$ cat config.mk
export PLATFORM = sky130hd
export DESIGN_NAME = result_log_mem
export DESIGN_NICKNAME = d
export VERILOG_FILES = /design/src/result_log_mem.sv
export SDC_FILE = /design/constraint.sdc
export NUM_CORES = 2
export LEC_CHECK = 0
export BUFFER_PORTS_ARGS = -buffer_cell sky130_fd_sc_hd__buf_2
export CAP_MARGIN = 20
export CELL_PAD_IN_SITES_DETAIL_PLACEMENT = 0
export CELL_PAD_IN_SITES_GLOBAL_PLACEMENT = 2
export CORE_AREA = 2 2 367 369
export DETAILED_ROUTE_END_ITERATION = 8
export DIE_AREA = 0 0 369 371
export HOLD_SLACK_MARGIN = 0.15
export PLACE_DENSITY = 0.88
export RECOVER_POWER = 25
export SETUP_SLACK_MARGIN = 0.1
export SYNTH_ARGS = -nofsm -noshare
export SYNTH_HDL_FRONTEND = slang
export SYNTH_SLANG_ARGS = --single-unit
$ cat constraint.sdc
create_clock -name clk_i -period 3.7 [get_ports clk_i]
set_clock_uncertainty 0.2 [all_clocks]
set_input_delay 0.555 -clock clk_i [delete_from_list [all_inputs] [get_ports clk_i]]
set_output_delay 0.555 -clock clk_i [all_outputs]
set_load 0.03 [all_outputs]
$ cat src/result_log_mem.sv
// Self-test results log: shift-in-at-head store with registered read and head rewrite
`timescale 1ns/10ps
`default_nettype none
module result_log_mem #(
   parameter int DEPTH = 20,
   parameter int WIDTH = 71
) (
   // Clock and reset
   input wire logic clk_i,
   input wire logic rst_n_i,
   // Insert at head, shifting older entries down
   input wire logic push_i,
   input wire logic [WIDTH-1:0] push_data_i,
   // Rewrite of the head entry
   input wire logic head_wr_i,
   input wire logic [WIDTH-1:0] head_data_i,
   // Read port
   input wire logic [$clog2(DEPTH)-1:0] rd_idx_i,
   output logic [WIDTH-1:0] rd_data_o
);
   initial begin
      if (DEPTH < 2 || WIDTH < 1) $error("result_log_mem: bad geometry");
   end

   logic [WIDTH-1:0] mem_r [DEPTH];

   // Oldest entry falls off the end on overflow
   for (genvar g = 0; g < DEPTH; g++) begin : g_entry
      always_ff @(posedge clk_i or negedge rst_n_i) begin
         if (!rst_n_i) begin
            mem_r[g] <= '0;
         end else if (push_i) begin
            if (g == 0) begin
               mem_r[g] <= push_data_i;
            end else begin
               mem_r[g] <= mem_r[g > 0 ? g - 1 : 0];
            end
         end else if (head_wr_i && g == 0) begin
            mem_r[g] <= head_data_i;
         end
      end
   end

   always_ff @(posedge clk_i or negedge rst_n_i) begin
      if (!rst_n_i) begin
         rd_data_o <= '0;
      end else if (32'(rd_idx_i) < DEPTH) begin
         rd_data_o <= mem_r[rd_idx_i];
      end else begin
         rd_data_o <= '0;
      end
   end
endmodule // result_log_mem
`default_nettype wire

# Yosys cells after proc, flatten, opt, wreduce, memory -nomap -nowiden

Index checks and enable logic that the tools add are counted.

Register bits after elaboration: 1491

Magnitude comparators: 2
Multiplexer cells: 6
Bitwise operators: 1
Reduce and logical (&&, ||, !) cells: 1

Operators by type and width:

| cell                                              | number |
|---|---|
| 71-bit binary-select mux with 5-bit select        | 1 |
| 71-bit two-way mux                                | 5 |
| 6-bit >= comparator, second input constant        | 1 |
| 5-bit NOT with 6-bit output                       | 1 |
| 5-bit less-than comparator, second input constant | 1 |
| 2-bit nonzero test                                | 1 |

# Depth between registers and ports, before layout

Word-level depth: 5
Mapped depth: 8
Gate-level depth less buffers: 4

# Worst setup path after synthesis

No wires, ideal clock.

Kind: input to register
Start point: in rd_idx_i[0]
End point: reg rd_data_o[30]
Library setup time: 138 ps
Arrival: 1702 ps
Slack: 1659 ps
Stages on the path: 5
Path buffers: 2
Cells stage by stage: buf_4 > buf_2 > mux4_2 > mux2i_1 > o211ai_1

Word-level cells in the longest chain between the ends: 5
Elaborated cells on any way between the ends: 6
Classes of those cells: order compare (1); mux (4); bitwise (1)

Ends and longest elaborated chain:

| element                                                | RTL line | text |
|---|---|---|
| start: declaration                                     | 18       | `input wire logic [$clog2(DEPTH)-1:0] rd_idx_i,` |
| 5-bit NOT with 6-bit output (not written as such)      | 48       | `rd_data_o <= mem_r[rd_idx_i];` |
| 71-bit binary-select mux with 5-bit select             | 48       |  |
| 71-bit two-way mux (not written as such) (2 in series) | 48       |  |
| 71-bit two-way mux *                                   | 47       | `end else if (32'(rd_idx_i) < DEPTH) begin` |
| end signal: assignment                                 | 48       |  |
| end: declaration                                       | 19       | `output logic [WIDTH-1:0] rd_data_o` |

Every way passes the cells marked *; elsewhere a longest branch is shown, timed or not. The select of a mux whose other input is x is not followed.
A chain may end at the register's enable or synchronous reset.

==> metrics.txt <==
run status=complete, but fails checks; failing checks=capacitance limit, slew limit; placed inst area=~70,000 sq um; synth top area cells=dfrtp_1 56%, mux2_2 23%, mux4_2 7.3%; Max-Slew Margin vs Limit=-0.324; wire per inst=around 20 microns; post-synthesis area per instance=around 15 sq um; largest net degree at the start of global routing=approximately 120; Pwr per Cell Area=roughly 700 nW/um^2; Distinct cells, synth=20; Initial DRC Count=about 2,200; RD Place Congestion=around 0.7; nets=4,789; std cell rows=134; switching pwr=between 10 and 15 mW; via count=36,900; area leader, netlist=dfrtp_1; Placeable Area=~130,000 sq um; final hold vios=0; gate count of the mapped netlist=around 4,300; initial core utilization=0.497; register area=around 37,000 sq um; crit share post-route=0.729; TritonRoute pass-1 iters=4; final setup fails=0; Post-DRT Antenna Nets=0; Seq/Total Area, Yosys=0.565; Die H=371 microns; maximum fanout along the worst path=81; hold crit path type=flop to flop; Req. time, crit path=around 4000 ps; layout cells sized above 1=0.450; vias per cell=5.64; min Tclk post-route=roughly 2700 ps; switching share of power=0.274; top-count cell post-synth=dfrtp_1; internal power=between 30 and 40 mW; Post-CTS Setup Inserts=0; total power=about 55 mW; Critical Path, Cell by Cell=dlygate4sd3_1 -> buf_12 -> clkbuf_2; Crit. End Element=async pin; drt total wl=134,000 microns; number of I/O port buffers=221; Max rail drop VDD=about 0.00045 V; Logic pwr share=0.210; Synth warnings=0; GR Overflow Total=0; final slew viol count=between 300 and 400; Root Buffer=clkbuf_16; Finished Cell Area=76,200 sq um; syn_nets=4,450; DRC violations left=0; Seq pwr share=0.494; Longest Clk Path Bufs=3; I/O pins=222; Setup TNS Final=0 ps; Worst Path Arrival=2980 ps; total clock buffers created by CTS=between 150 and 200; vias in the first global route=38,700; Synth Register Bits=between 1,000 and 1,500; CTS tree=built; f_max=between 0.3 and 0.4 GHz; CTS sink cnt=~1,500; most common library cells after synthesis=1,491 x dfrtp_1, 1,349 x mux2_2, 426 x mux2i_1; H-tree levels=4; Die Width=about 370 microns; Clock Latency Late Sink=between 700 and 800 ps; CP Class=primary input to async pin; hold buffer count at CTS=150; fin util=0.574; CTS resizes=0; post-synth top area share=0.565; initial antenna violation count=5; wire length of the first global-routing pass=between 200,000 and 250,000 microns; CTS clk-pin slew, worst paths=60 ps; CP max stage cell=clkbuf_2; Worst Max-Slew Pin Slew=between 1500 and 2000 ps; Area Overhead vs Synth=15.4%; Max stage delay on crit path=1460 ps; Most used DFF post-synth=dfrtp_1; Post-DP HPWL=roughly 78,000 microns; Cell Area, Synth=~66,000 sq um; power share of the clock group=0.296; FILL cells=roughly 11,000; GR Util All Layers=0.200; die area=between 100,000 and 150,000 sq um; max cap viols=4; placed cell count=6,094; Post-synth EDFFs=0; area of the multi-input gates=27,200 sq um; Post-synth ARST share=1.00; RSZ-0062 raised after global routing=no; leak pwr=33.8 nW; Worst setup SP type=primary input; post-route insts no fill=around 6,500
-- area by class of cell --
| class | instances | share of cell area |
|---|---|---|
| Sequential cell | 1491 | 0.489 |
| Multi-Input combinational cell | 2492 | 0.357 |
| Clock buffer | 249 | 0.0630 |
| Timing Repair Buffer | 493 | 0.0546 |
| Tap cell | 1768 | 0.0290 |
| Clock inverter | 40 | 0.00721 |
| Antenna cell | 3 | 0.0000985 |
-- critical path, delay by kind of cell --
kind | cells | cell delay, ps
buf+inv | 3 | 2310
-- cell families (layout without fill, tap and decap cells) --
group	count (synthesis)	after routing	synth area share
DFF	1491	1491	0.565
buffers and inverters	316	782	0.0243
other	0	3	0
and+or+nand+nor	220	220	0.0141
AOI/OAI and AO/OA	284	284	0.0296
muxes	1988	1988	0.367
-- sequential cells by signal, summed over array words and instances (netlist names) --
signal	count
mem_r	1420
rd_data_o	71
-- per-layer routing --
layer / vias to the layer above / global-route usage / part of all wire
li1: 16700 / - / -
met1: 19400 / 0.284 / 0.47
met2: 495 / 0.320 / 0.48
met3: 189 / 0.0334 / 0.032
met4: 2 / 0.0547 / 0.021
met5: - / 0 / 0.000097
-- path summary, 6_finish.rpt --
check / startpoint / end / slack [ps] / cells after the start
max: rst_n_i / mem_r[156]$_DFFE_PN0P_ / 1000 / 3
min: mem_r[5]$_DFFE_PN0P_ / mem_r[5]$_DFFE_PN0P_ / 300 / 1
max reg2reg: mem_r[1372]$_DFFE_PN0P_ / mem_r[1372]$_DFFE_PN0P_ / 2040 / 3
min reg2reg: mem_r[5]$_DFFE_PN0P_ / mem_r[5]$_DFFE_PN0P_ / 300 / 1
max in group clk_i: push_i / mem_r[1414]$_DFFE_PN0P_ / 1070 / 6
min in group asynchronous: rst_n_i / rd_data_o[66]$_DFF_PN0_ / 370 / 3
-- stage by stage --
| stage | hold WS (ps) | setup WS [ps] |
|---|---|---|
| floorplan | 59.4 | 1660 |
| global placement | 284 | 959 |
| detailed placement | 292 | 943 |
| CTS | 260 | 1170 |
| global route | 289 | 625 |
| finish | 300 | 1000 |
-- power by group through the flow --
stage,registers [mW],clock network [mW],logic (mW)
3_5_place_dp,27.2,0,11.4
6_report,27.0,16.1,11.5
2_1_floorplan,26.0,0,9.09
4_1_cts,27.0,16.6,11.7
3_3_place_gp,26.9,0,11.0
5_1_grt,27.9,17.3,12.6
-- placed cells by master, fill, tap and decap left out, drive strengths merged, types with 2 or more instances in the layout --
cell	instances
a22oi	142
mux4	213
buf	326
dlygate4sd3	149
bufinv	10
diode	3
dfrtp	1491
mux2	1349
clkbuf	267
clkinvlp	2
inv	9
o21ai	71
nor2b	3
o211ai	71
clkinv	19
nand3	71
mux2i	426
nand2	142
Power figures use the tool's default switching activity.
